File: config.mk
export PLATFORM = sky130hd
export DESIGN_NAME = led_output_guard
export DESIGN_NICKNAME = d
export VERILOG_FILES = /design/src/inc/led_guard_pkg.sv /design/src/led_output_guard.sv /design/src/group_stagger.sv
export VERILOG_INCLUDE_DIRS = /design/src /design/src/inc
export SDC_FILE = /design/constraint.sdc
export NUM_CORES = 1
export LEC_CHECK = 0
export ABC_AREA = 1
export BUFFER_PORTS_ARGS = -buffer_cell sky130_fd_sc_hd__buf_4
export CAP_MARGIN = 25
export CORE_ASPECT_RATIO = 1.25
export CORE_MARGIN = 2
export CORE_UTILIZATION = 45
export CTS_BUF_LIST = sky130_fd_sc_hd__clkbuf_16
export CTS_CLUSTER_SIZE = 30
export DETAILED_ROUTE_END_ITERATION = 10
export PLACE_DENSITY = 0.75
export SYNTH_ARGS = -nofsm -noshare
export SYNTH_HDL_FRONTEND = slang
export SYNTH_SLANG_ARGS = --single-unit
File: constraint.sdc
create_clock -name i_clk -period 6.05 [get_ports i_clk]
set_clock_uncertainty 0.1 [all_clocks]
set_input_delay 0.9075 -clock i_clk [delete_from_list [all_inputs] [get_ports i_clk]]
set_output_delay 0.9075 -clock i_clk [all_outputs]
set_load 0.02 [all_outputs]
File: src/inc/led_guard_map.svh
// Constants for the LED output supervision block.
// Assumes one clock domain at 25 MHz; included by bare name.
`ifndef LED_GUARD_MAP_SVH
`define LED_GUARD_MAP_SVH
`define CLK_PERIOD_NS 40
`define DETECT_PULSE 12'h0021
`define PRECHG_DELAY_NS 80
`define PRECHG_DELAY_CYC ((`PRECHG_DELAY_NS + `CLK_PERIOD_NS - 1) / `CLK_PERIOD_NS)
`define GROUP_DELAY_NS 40
`define GROUP_DELAY_CYC ((`GROUP_DELAY_NS + `CLK_PERIOD_NS - 1) / `CLK_PERIOD_NS)
`define STATUS_BITS 18
`define STS_LOD_BIT 2
`define STS_TEF_BIT 1
`define STS_PTW_BIT 0
`define IRQ_LOD_BIT 0
`define IRQ_TEF_BIT 1
`define IRQ_PTW_BIT 2
`endif

File: src/inc/led_guard_pkg.sv
// Types for the LED output supervision block.
// Assumes the map header supplies all numbers.
package led_guard_pkg;
    typedef enum logic [1:0] {
        TH_RUN,
        TH_OFF,
        TH_WAIT_BLANK
    } thermal_state_t;
    typedef logic [3:0] group_mask_t;
endpackage

File: src/led_output_guard.sv
// Output supervision for a 16-channel PWM sink driver: open-LED detect,
// thermal shutdown, pre-charge gating, auto off and grouped switching.
// Assumes grayscale_clock and blank are synchronous inputs on i_clk.
// Functional notes
// - On 33rd grayscale clock after blank falls, sample lit outputs for open LEDs.
// - Show open-LED status on serial_out while latch_select is low.
// - Hold open-LED results until the 33rd pulse after the next blank fall.
// - Overtemperature switches all outputs off and sets the error flag.
// - Error flag clears when overtemperature indication deasserts.
// - After shutdown, outputs resume on first clock after blank low, flag clear.
// - Pre-charge pull-up turns on after short delay after blank rises.
// - Pre-charge pull-up turns off at once when blank falls.
// - Channels flagged open are forced off.
// - Four groups: 0/4/8/12, 1/5/9/13, 2/6/10/14, 3/7/11/15, in order.
// - Small delay between groups at turn-on; turn-off by blank or overtemp switches all groups at once.
// - All sinks off while blank is high.
// - Status bits copied to top 18 shift bits on first shift after latch falls.
`timescale 1ns/1ps
`include "led_guard_map.svh"
module led_output_guard
    import led_guard_pkg::*;
#(
    parameter int CHANNELS = 16,
    parameter int PRE_CYC = `PRECHG_DELAY_CYC
) (
    // Clock and reset
    input wire logic i_clk,
    input wire logic i_rst,
    // Controller pins
    input wire logic i_grayscale_clock,
    input wire logic i_output_blank,
    input wire logic i_latch_select,
    input wire logic i_latch_strobe,
    input wire logic i_shift_clock,
    // Grayscale values compared against the counter
    input wire logic [CHANNELS*12-1:0] i_grayscale_value,
    // Analog monitors
    input wire logic [CHANNELS-1:0] i_below_threshold,
    input wire logic i_overtemp,
    input wire logic i_temp_warn,
    // Register port
    input wire logic [3:0] i_addr,
    input wire logic [31:0] i_wdata,
    input wire logic i_wr,
    input wire logic i_rd,
    output logic [31:0] o_rdata,
    // Outputs
    output logic [CHANNELS-1:0] o_sink_on,
    output logic o_precharge_on,
    output logic o_serial_out,
    output logic o_status_load,
    output logic [`STATUS_BITS-1:0] o_status_info,
    output logic o_overtemp_error_flag,
    output logic o_error_pin_n,
    output logic o_irq
);
    logic gs_d_r, blank_d_r, strobe_d_r, shift_d_r;
    logic [11:0] cnt_r, cnt_nxt;
    logic [CHANNELS-1:0] lod_r, lod_nxt;
    logic [CHANNELS-1:0] pwm_on_r, pwm_on_nxt;
    logic tef_r, tef_nxt, ptw_r;
    thermal_state_t th_r, th_nxt;
    logic [7:0] pre_cnt_r, pre_cnt_nxt;
    logic pre_r, pre_nxt;
    logic load_pend_r, load_pend_nxt;
    logic load_r, load_nxt;
    logic [2:0] sts_r, sts_nxt, mask_r, mask_nxt;
    logic [31:0] rdata_r, rdata_nxt;
    logic [CHANNELS-1:0] sink_r;
    logic [3:0] grp_req, grp_on;
    logic gs_rise, blank_fall, blank_rise, strobe_fall, shift_rise;
    logic detect_now, run_ok;

    assign gs_rise = i_grayscale_clock && !gs_d_r;
    assign blank_fall = blank_d_r && !i_output_blank;
    assign blank_rise = !blank_d_r && i_output_blank;
    assign strobe_fall = strobe_d_r && !i_latch_strobe;
    assign shift_rise = i_shift_clock && !shift_d_r;
    assign detect_now = gs_rise && (cnt_r == (`DETECT_PULSE - 12'h0001));

    // PWM counter and per-channel on state
    always_comb begin
        cnt_nxt = cnt_r;
        pwm_on_nxt = pwm_on_r;
        if (blank_fall) begin
            cnt_nxt = 12'h0000;
            pwm_on_nxt = '0;
        end else if (gs_rise && !i_output_blank) begin
            if (cnt_r != 12'hFFF) begin
                cnt_nxt = cnt_r + 12'h0001;
            end
            for (int c = 0; c < CHANNELS; c++) begin
                pwm_on_nxt[c] = i_grayscale_value[c*12 +: 12] > cnt_r;
            end
        end
        if (i_output_blank) begin
            pwm_on_nxt = '0;
        end
    end

    // Open-LED latch, updated only at the detection pulse
    always_comb begin
        lod_nxt = lod_r;
        if (detect_now) begin
            for (int c = 0; c < CHANNELS; c++) begin
                if (sink_r[c] || lod_r[c]) begin
                    lod_nxt[c] = sink_r[c] ? i_below_threshold[c] : lod_r[c];
                end
            end
        end
    end

    // Thermal shutdown sequence
    always_comb begin
        th_nxt = th_r;
        tef_nxt = i_overtemp;
        case (th_r)
            TH_RUN: begin
                if (i_overtemp) begin
                    th_nxt = TH_OFF;
                end
            end
            TH_OFF: begin
                // Wait for blank so the restart follows a fresh blank fall
                if (!i_overtemp && i_output_blank) begin
                    th_nxt = TH_WAIT_BLANK;
                end
            end
            TH_WAIT_BLANK: begin
                if (i_overtemp) begin
                    th_nxt = TH_OFF;
                end else if (gs_rise && !i_output_blank) begin
                    th_nxt = TH_RUN;
                end
            end
            default: th_nxt = TH_OFF;
        endcase
    end

    assign run_ok = (th_r == TH_RUN) && !i_overtemp;

    // Group requests: blank and thermal gating, before stagger
    always_comb begin
        for (int g = 0; g < 4; g++) begin
            grp_req[g] = run_ok && !i_output_blank;
        end
    end

    group_stagger u_stagger (
        .i_clk(i_clk),
        .i_rst(i_rst),
        .i_req(grp_req),
        .o_grp(grp_on)
    );

    // Pre-charge pull-up delay after blank rises
    always_comb begin
        pre_cnt_nxt = pre_cnt_r;
        pre_nxt = pre_r;
        if (!i_output_blank) begin
            pre_nxt = 1'b0;
            pre_cnt_nxt = 8'h00;
        end else if (blank_rise) begin
            pre_cnt_nxt = 8'(PRE_CYC);
        end else if (pre_cnt_r != 8'h00) begin
            pre_cnt_nxt = pre_cnt_r - 8'h01;
            if (pre_cnt_r == 8'h01) begin
                pre_nxt = 1'b1;
            end
        end
    end

    // Status capture into the shift register after the latch strobe
    always_comb begin
        load_pend_nxt = load_pend_r;
        load_nxt = 1'b0;
        if (strobe_fall) begin
            load_pend_nxt = 1'b1;
        end else if (load_pend_r && shift_rise) begin
            load_pend_nxt = 1'b0;
            load_nxt = 1'b1;
        end
    end

    // Sticky events, mask and register reads
    always_comb begin
        sts_nxt = sts_r;
        mask_nxt = mask_r;
        rdata_nxt = 32'h0000_0000;
        if (i_wr && i_addr == 4'h0) begin
            sts_nxt = sts_r & ~i_wdata[2:0];
        end
        if (i_wr && i_addr == 4'h1) begin
            mask_nxt = i_wdata[2:0];
        end
        if (detect_now && |(sink_r & i_below_threshold)) begin
            sts_nxt[`IRQ_LOD_BIT] = 1'b1;
        end
        if (i_overtemp) begin
            sts_nxt[`IRQ_TEF_BIT] = 1'b1;
        end
        if (i_temp_warn) begin
            sts_nxt[`IRQ_PTW_BIT] = 1'b1;
        end
        if (i_rd) begin
            case (i_addr)
                4'h0: rdata_nxt = {29'h0000_0000, sts_r};
                4'h1: rdata_nxt = {29'h0000_0000, mask_r};
                4'h2: rdata_nxt = {14'h0000, lod_r, tef_r, ptw_r};
                default: rdata_nxt = 32'h0000_0000;
            endcase
        end
    end

    always_ff @(posedge i_clk) begin
        if (i_rst) begin
            gs_d_r <= 1'b0;
            blank_d_r <= 1'b1;
            strobe_d_r <= 1'b0;
            shift_d_r <= 1'b0;
            cnt_r <= 12'h0000;
            pwm_on_r <= '0;
            lod_r <= '0;
            tef_r <= 1'b0;
            ptw_r <= 1'b0;
            th_r <= TH_RUN;
            pre_cnt_r <= 8'h00;
            pre_r <= 1'b0;
            load_pend_r <= 1'b0;
            load_r <= 1'b0;
            sts_r <= 3'h0;
            mask_r <= 3'h0;
            rdata_r <= 32'h0000_0000;
        end else begin
            gs_d_r <= i_grayscale_clock;
            blank_d_r <= i_output_blank;
            strobe_d_r <= i_latch_strobe;
            shift_d_r <= i_shift_clock;
            cnt_r <= cnt_nxt;
            pwm_on_r <= pwm_on_nxt;
            lod_r <= lod_nxt;
            tef_r <= tef_nxt;
            ptw_r <= i_temp_warn;
            th_r <= th_nxt;
            pre_cnt_r <= pre_cnt_nxt;
            pre_r <= pre_nxt;
            load_pend_r <= load_pend_nxt;
            load_r <= load_nxt;
            sts_r <= sts_nxt;
            mask_r <= mask_nxt;
            rdata_r <= rdata_nxt;
        end
    end

    // Sink outputs: group gate, auto off on detected fault
    // Overtemp bypasses the stagger so shutdown is immediate
    always_ff @(posedge i_clk) begin
        if (i_rst) begin
            sink_r <= '0;
        end else begin
            for (int c = 0; c < CHANNELS; c++) begin
                sink_r[c] <= pwm_on_nxt[c] && grp_on[c % 4] && !lod_nxt[c]
                    && !i_overtemp && !i_output_blank;
            end
        end
    end

    logic serial_out_r, err_n_r, irq_r;
    logic [`STATUS_BITS-1:0] sid_r;
    always_ff @(posedge i_clk) begin
        if (i_rst) begin
            serial_out_r <= 1'b0;
            err_n_r <= 1'b1;
            irq_r <= 1'b0;
            sid_r <= '0;
        end else begin
            serial_out_r <= !i_latch_select && sid_r[`STATUS_BITS-1];
            err_n_r <= !(tef_nxt || |lod_nxt);
            irq_r <= |(sts_nxt & mask_nxt);
            if (load_nxt) begin
                sid_r <= {lod_r, tef_r, ptw_r};
            end else if (shift_rise) begin
                sid_r <= {sid_r[`STATUS_BITS-2:0], 1'b0};
            end
        end
    end

    assign o_sink_on = sink_r;
    assign o_precharge_on = pre_r;
    assign o_serial_out = serial_out_r;
    assign o_status_load = load_r;
    assign o_status_info = sid_r;
    assign o_overtemp_error_flag = tef_r;
    assign o_error_pin_n = err_n_r;
    assign o_irq = irq_r;
    assign o_rdata = rdata_r;
endmodule

File: src/group_stagger.sv
// Staggers the four channel groups on and off.
// Assumes a request level from the guard; same clock and reset.
`timescale 1ns/1ps
`include "led_guard_map.svh"
module group_stagger #(
    parameter int GAP_CYC = `GROUP_DELAY_CYC
) (
    // Clock and reset
    input wire logic i_clk,
    input wire logic i_rst,
    // Requested group enables
    input wire logic [3:0] i_req,
    // Delayed group enables
    output logic [3:0] o_grp
);
    logic [3:0] grp_r, grp_nxt;
    logic [7:0] gap_r, gap_nxt;
    logic moved;

    // Each group follows the previous one after a gap, for both edges
    always_comb begin
        grp_nxt = grp_r;
        gap_nxt = gap_r;
        moved = 1'b0;
        if (gap_r != 8'h00) begin
            gap_nxt = gap_r - 8'h01;
        end else begin
            for (int g = 0; g < 4; g++) begin
                // A gap of one cycle leaves gap_nxt at zero, so track the move
                if (!moved && grp_r[g] != i_req[g]) begin
                    grp_nxt[g] = i_req[g];
                    gap_nxt = 8'(GAP_CYC - 1);
                    moved = 1'b1;
                end
            end
        end
    end

    always_ff @(posedge i_clk) begin
        if (i_rst) begin
            grp_r <= 4'h0;
            gap_r <= 8'h00;
        end else begin
            grp_r <= grp_nxt;
            gap_r <= gap_nxt;
        end
    end

    assign o_grp = grp_r;
endmodule

==> results.py, run 1 <==
metrics = {
    "floorplanning": {
        "die_x_um": 137.6,
        "die_area_um2": 23510,
        "fp-row-count": 61,
        "ioPinCount": 327,
        "initial_core_util_pct": 45.49,
        "core_um2": 22060,
        "die_y_um": 170.9,
    },
    "routing": {
        "drc_errors": 0,
        "ant_nets": 0,
        "wire_per_inst_um": 16.39,
        "drtPass1Iterations": 4,
        "via_count": 10340,
        "route.detailed.vias_per_inst": 5.383,
        "drt_wl_total_mm": 31.48,
        "initialDrtViolationCount": 506,
    },
    "setup_path": {
        "worstSetupPathType": "in2reg",
        "cp-start-kind": "primary input",
        "worstPathMaxFanout": 59,
        "rr_startpoint": "cnt_r[11]",
        "worst_ep_arrival_time_ns": 3.40,
        "crit_path_start": "i_rst",
        "critPathRequiredTime_ns": 6.26,
        "crit_path_end_kind": "register",
    },
    "global_route": {
        "grt_usage_pct": 26.68,
        "grt_max_degree": 60,
        "antenna_found_initial": 1,
        "grt_pass1_vias": 10165,
        "grt_first_pass_wirelength_mm": 48.94,
        "grt_overflow": 0,
    },
    "logic_synthesis": {
        "synth_edf_count": 0,
        "synthFlopType": "dfxtp_1",
        "syn_area_um2": 10030,
        "synth.area.top_cells": "dfxtp_1, ha_1, nand2_1",
        "synth.top_cell.area_share_pct": 27.14,
        "async_flop_share_pct": 0,
        "yosys_warnings": 0,
        "syn_inst": 1344,
        "ys_types": 40,
        "avgSynthCellArea_um2": 7.465,
        "synth_top_cell_by_area": "dfxtp_1",
        "yosysSeqAreaShare_pct": 27.14,
        "ys_ff_latch": 136,
    },
    "timing": {
        "max_clock_freq_mhz": 313.7,
        "holdWs_ns": 0.3630,
        "grt_setup_unrepaired": "false",
        "tightest_slew_ns": 1.008,
        "finalSetupViolations": 0,
        "period_share_pct": 52.69,
        "fin_crit_ns": 3.188,
        "slew_headroom_pct": 32.54,
        "slew_violations": 0,
        "hold_viol": 0,
        "fin_tns_setup_ns": 0,
    },
    "layout": {
        "drive_above_1_share_pct": 21.56,
        "syn2layout_area_growth_pct": 29.64,
        "post-route-util_pct": 58.97,
        "nets": 2077,
        "fin_area_um2": 13010,
        "nFillCells": 2026,
    },
    "flow_run": {
        "cap_violations": 0,
    },
    "pwr": {
        "leakage_nw": 6.059,
        "power_density_nw_per_um2": 220.2,
        "irDropWorstVdd_v": 0.0002021,
        "power_mw": 2.865,
    },
    "cts": {
        "post-cts-setup-buffers": 0,
        "cts_buffers": 17,
        "post_cts_resize_count": 0,
        "clk_latency_ns": 0.42,
        "hold_buffers": 0,
        "numClockSinks": 136,
        "clockBufferDepth": 2,
        "clk_transition_reported_paths_ns": 0.06,
        "cts-root-buf": "clkbuf_16",
        "cts_tree": "built",
        "htreeDepth": 4,
    },
    "placed_design": {
        "gp_congestion": 0.8680,
        "port_buffers": 283,
        "placed_area_um2": 12360,
        "dp_hpwl_mm": 24.54,
    },
    "worst_hold_path": {
        "hp-class": "reg2reg",
        "min_from": "o_status_info[17]",
    },
    "run_status": {
        "status": "completed",
    },
}
-- report_power, final --
part	switching [mW]	leakage [nW]	internal (mW)
Clock	0.389	0.311	0.725
Combinational	0.414	4.64	0.323
Sequential	0.0497	1.10	0.964
-- worst max-delay path: stages --
cell and delay [ns]:
buf_4 0.50, clkinv_1 0.85, nand2_1 0.81, inv_1 0.16, nand2_1 0.10, inv_1 0.04
-- registers in the layout (all words and copies together), names as in the netlist, 2 cells and up --
signal	flops
pwm_on_r	16
pre_cnt_r	8
th_r	2
mask_r	3
o_sink_on	16
o_rdata	18
u_stagger.o_grp	4
o_status_info	18
cnt_r	12
u_stagger.gap_r	8
lod_r	16
sts_r	3
-- logic make-up after synthesis --
group | count (synthesis) | share of synthesized area (%)
adder cells (fa/ha/maj) | 198 | 24.69
multiplexers | 1 | 0.09977
AND/OR/NAND/NOR | 577 | 25.19
XOR/XNOR | 5 | 0.4365
AO/OA/AOI/OAI | 247 | 15.00
flip-flops | 136 | 27.14
other | 1 | 0.03738
buffers and inverters | 179 | 7.407
-- per-stage QoR --
step | worst slack, ns | std cells
4_1_cts | 2.905 | 1919
5_1_grt | 2.622 | 1921
3_3_place_gp | 2.465 | 1887
2_1_floorplan | 3.947 | 1357
3_5_place_dp | 2.452 | 1887
6_report | 2.862 | 1921
-- routing by layer --
| metal | up-vias | track usage, % | routed length (um) |
|---|---|---|---|
| met5 | - | 0 | 0 |
| met4 | 0 | 13.00 | 1326 |
| met3 | 78 | 7.644 | 2702 |
| met2 | 385 | 48.24 | 15380 |
| met1 | 4685 | 27.96 | 12070 |
| li1 | 5192 | - | - |
-- placed cells by master (no fill, tap or decap), types with 37 or more instances in the layout --
master and count:
nand3_1 55, nor3_1 37, ha_1 198, nor2_1 124, nand2_1 282, o211ai_1 54
dfxtp_1 136, buf_4 286, nand4_1 44, inv_1 118, a21oi_1 105
-- cells in the mapped netlist (2+ instances only) --
cell	number
nand2_2	2
nand4_1	44
inv_2	22
buf_6	2
nor4_1	5
inv_1	118
o211ai_1	54
nor3_1	37
nand3_1	55
nand2_1	282
a211oi_1	16
o21ai_1	8
buf_2	3
nor2_4	3
nor2_2	2
xnor2_1	2
nor3_2	3
o21ai_0	28
nor2_1	125
dfxtp_1	136
nand3_2	2
or2_2	2
o21bai_1	3
nand3b_1	13
o21a_1	29
ha_1	198
xor2_1	3
clkbuf_1	18
a21oi_1	105
buf_4	14
-- path summary, 6_finish.rpt --
| kind | end | slack [ns] | cells past startpoint |
|---|---|---|---|
| hold reg to reg | o_serial_out | 0.36 | 2 |
| setup reg to reg | o_error_pin_n | 2.92 | 10 |
| setup / recovery | o_rdata[1] | 2.86 | 6 |
| hold / removal | o_serial_out | 0.36 | 2 |
-- final cells by class --
class | instances | area, um^2 | share of cell area (%)
Antenna cell | 1 | 2.502 | 0.01924
Clock buffer | 17 | 425.4 | 3.270
Clock inverter | 15 | 207.7 | 1.597
Inverter | 141 | 529.3 | 4.069
Multi-Input combinational cell | 1042 | 6619 | 50.88
Sequential cell | 136 | 2723 | 20.93
Tap cell | 283 | 354.1 | 2.722
Timing Repair Buffer | 286 | 2147 | 16.51
Power figures use the tool's default switching activity.
==> run 2, diff against run 1 <==
--- a/config.mk
+++ b/config.mk
@@ -6,7 +6,7 @@
 export SDC_FILE = /design/constraint.sdc
 export NUM_CORES = 1
 export LEC_CHECK = 0
-export ABC_AREA = 1
+export ABC_AREA = 0
 export BUFFER_PORTS_ARGS = -buffer_cell sky130_fd_sc_hd__buf_4
 export CAP_MARGIN = 25
 export CORE_ASPECT_RATIO = 1.25
@@ -15,7 +15,7 @@
 export CTS_BUF_LIST = sky130_fd_sc_hd__clkbuf_16
 export CTS_CLUSTER_SIZE = 30
 export DETAILED_ROUTE_END_ITERATION = 10
-export PLACE_DENSITY = 0.75
+export PLACE_DENSITY = 0.78
 export SYNTH_ARGS = -nofsm -noshare
 export SYNTH_HDL_FRONTEND = slang
 export SYNTH_SLANG_ARGS = --single-unit
==> constraint.sdc (replaced) <==
create_clock -name i_clk -period 2.9 [get_ports i_clk]
set_clock_uncertainty 0.1 [all_clocks]
set_input_delay 0.435 -clock i_clk [delete_from_list [all_inputs] [get_ports i_clk]]
set_output_delay 0.435 -clock i_clk [all_outputs]
set_load 0.02 [all_outputs]
==> run 2 against run 1 <==
Compared with the run above: sequential cell count did not move; via count shrank 7.6%; non-clock buffer count up 15; combinational power is 100% higher; synthesized cell count is 20% lower.
==> results.py, run 2 <==
metrics = {
    "worst_hold_path": {
        "hold_path_depth": 2,
        "min_to": "o_serial_out",
        "hp-class": "in2reg",
        "min_from": "i_latch_select",
    },
    "global_route": {
        "grt_overflow": 0,
        "grt_pass1_vias": 9580,
        "antenna_found_initial": 0,
        "grt_usage_pct": 26.97,
        "grt_max_degree": 36,
        "grt_first_pass_wirelength_mm": 48.45,
    },
    "placed_design": {
        "gp_congestion": 0.8947,
        "port_buffers": 283,
        "post-place-cells": 1628,
        "dp_hpwl_mm": 24.76,
    },
    "routing": {
        "drt_wl_total_mm": 31.73,
        "via_count": 9551,
        "initialDrtViolationCount": 460,
        "drc_errors": 0,
        "route.detailed.vias_per_inst": 5.754,
        "drtPass1Iterations": 5,
        "ant_nets": 0,
        "wire_per_inst_um": 19.11,
    },
    "floorplanning": {
        "die_area_um2": 23040,
        "fp-row-count": 60,
        "die_x_um": 136.2,
        "initial_core_util_pct": 45.77,
        "ioPinCount": 327,
        "core_um2": 21470,
        "die_y_um": 169.2,
    },
    "logic_synthesis": {
        "synth.area.top_cells": "dfxtp_1, ha_1, a21o_1",
        "synth_top_cell_by_area": "dfxtp_1",
        "synth.most_common_cell": "ha_1",
        "avgSynthCellArea_um2": 9.116,
        "syn_area_um2": 9827,
        "async_flop_share_pct": 0,
        "yosys_warnings": 0,
        "ys_types": 56,
        "synth_top_cells_by_count": "ha_1, dfxtp_1, nor2_1, a21o_1, nand4_1",
        "ys_ff_latch": 136,
        "synth_edf_count": 0,
        "synthFlopType": "dfxtp_1",
        "synth.top_cell.area_share_pct": 27.71,
        "syn_inst": 1078,
        "yosysSeqAreaShare_pct": 27.71,
    },
    "cts": {
        "post_cts_resize_count": 0,
        "clk_latency_ns": 0.43,
        "clockBufferDepth": 2,
        "clk_transition_reported_paths_ns": 0.06,
        "cts-root-buf": "clkbuf_16",
        "numClockSinks": 136,
        "htreeDepth": 4,
        "post-cts-setup-buffers": 0,
        "hold_buffers": 0,
        "cts_tree": "built",
        "cts_buffers": 17,
    },
    "layout": {
        "stdcell_count": 1660,
        "nets": 1821,
        "antennaDiodeCount": 0,
        "drive_above_1_share_pct": 25.71,
        "final_cell_mix": "buf_4, ha_1, dfxtp_1, nor2_1, a21o_1",
        "post-route-util_pct": 59.81,
        "syn2layout_area_growth_pct": 30.68,
        "final_common_cell": "buf_4",
    },
    "timing": {
        "fin_tns_setup_ns": 0,
        "slew_headroom_pct": 37.58,
        "slew_violations": 0,
        "max_clock_freq_mhz": 385.8,
        "hold_viol": 0,
        "finalSetupViolations": 0,
        "grt_setup_unrepaired": "false",
        "fin_crit_ns": 2.592,
        "period_share_pct": 89.38,
        "tightest_slew_ns": 0.9352,
    },
    "setup_path": {
        "worstSetupPathType": "reg2reg",
        "worstPathMaxFanout": 17,
        "rr_startpoint": "cnt_r[11]",
        "cp-start-kind": "register",
        "crit_path_end_kind": "register",
        "worst_ep_arrival_time_ns": 2.81,
        "r2r_slack_ns": 0.31,
        "timing.rr.end": "o_sink_on[11]",
        "r2r_cells": 6,
        "critPathRequiredTime_ns": 3.12,
    },
    "flow_run": {
        "cap_violations": 0,
    },
    "pwr": {
        "irDropWorstVdd_v": 0.0003703,
        "power_density_nw_per_um2": 440.7,
        "leakage_nw": 6.000,
    },
    "run_status": {
        "status": "completed",
    },
}
-- run 2: cell types whose count changed after synthesis, sizes merged, moves of 31 or more --
cell,change
nand2,-230
inv,-104
a21oi,-72
a21o,+67
nor2,-41
nand3,-39
o211ai,-38
mux2i,+31
-- run 2: metrics by stage --
| stage | setup WS, ns | cell area (um^2) | power [mW] | hold slack (ns) |
|---|---|---|---|---|
| 2_1_floorplan | 0.6363 | 9876 | 3.081 | 0.3482 |
| 3_3_place_gp | 0.4067 | 12270 | 3.521 | 0.3575 |
| 3_5_place_dp | 0.3708 | 12270 | 3.575 | 0.3665 |
| 4_1_cts | 0.3697 | 12840 | 5.662 | 0.06615 |
| 5_1_grt | 0.06077 | 12840 | 5.943 | 0.06945 |
| 6_report | 0.3078 | 12840 | 5.659 | 0.06891 |
-- run 2: area by class of cell --
| cell class | instances | area, um^2 |
|---|---|---|
| fill | 1835 | 8628 |
| multi-input combinational | 876 | 6795 |
| sequential | 136 | 2723 |
| timing repair buffer | 301 | 2272 |
| clock buffer | 17 | 425.4 |
| tap | 279 | 349.1 |
| clock inverter | 15 | 142.6 |
| inverter | 36 | 135.1 |
-- run 2: per-layer routing --
metal,vias up,wire length (um),GRT usage (%)
met3,86,2057,5.167
met1,4459,12780,31.54
li1,4621,-,-
met2,385,15550,47.56
met5,-,0,0
met4,0,1335,11.59
-- run 2: worst max path at each step --
stage / cells after the start / endpoint / slack, ns / startpoint
5_1_grt: 7 / o_sink_on[11] / 0.06 / cnt_r[10]
4_1_cts: 7 / o_sink_on[7] / 0.37 / cnt_r[2]
6_report: 6 / o_sink_on[11] / 0.31 / cnt_r[11]
3_3_place_gp: 7 / o_sink_on[11] / 0.41 / cnt_r[10]
3_5_place_dp: 7 / o_sink_on[11] / 0.37 / cnt_r[10]
2_1_floorplan: 9 / o_error_pin_n / 0.64 / cnt_r[0]
-- run 2: worst max-delay path: stages, from the launching register on --
cell     delay, ns
dfxtp_1       0.58
inv_1         0.51
ha_1          0.48
nand4_1       0.15
nor3_1        0.25
o21ai_0       0.17
and4_1        0.23
-- run 2: cell families (layout without fill, tap and decap cells) --
| family | after synthesis | in the layout | share of synthesized area [%] |
|---|---|---|---|
| multiplexers | 32 | 32 | 3.578 |
| XOR/XNOR | 17 | 17 | 1.515 |
| flip-flops | 136 | 136 | 27.71 |
| AO/OA/AOI/OAI | 244 | 244 | 17.27 |
| other | 1 | 14 | 0.03816 |
| buffers and inverters | 79 | 369 | 3.718 |
| AND/OR/NAND/NOR | 371 | 371 | 20.97 |
| adder cells (fa/ha/maj) | 198 | 198 | 25.21 |
-- run 2: where the power goes --
group	switching (mW)	internal, mW
clock network	0.888	1.20
registers	0.114	1.99
logic	0.745	0.726
total	1.75	3.91
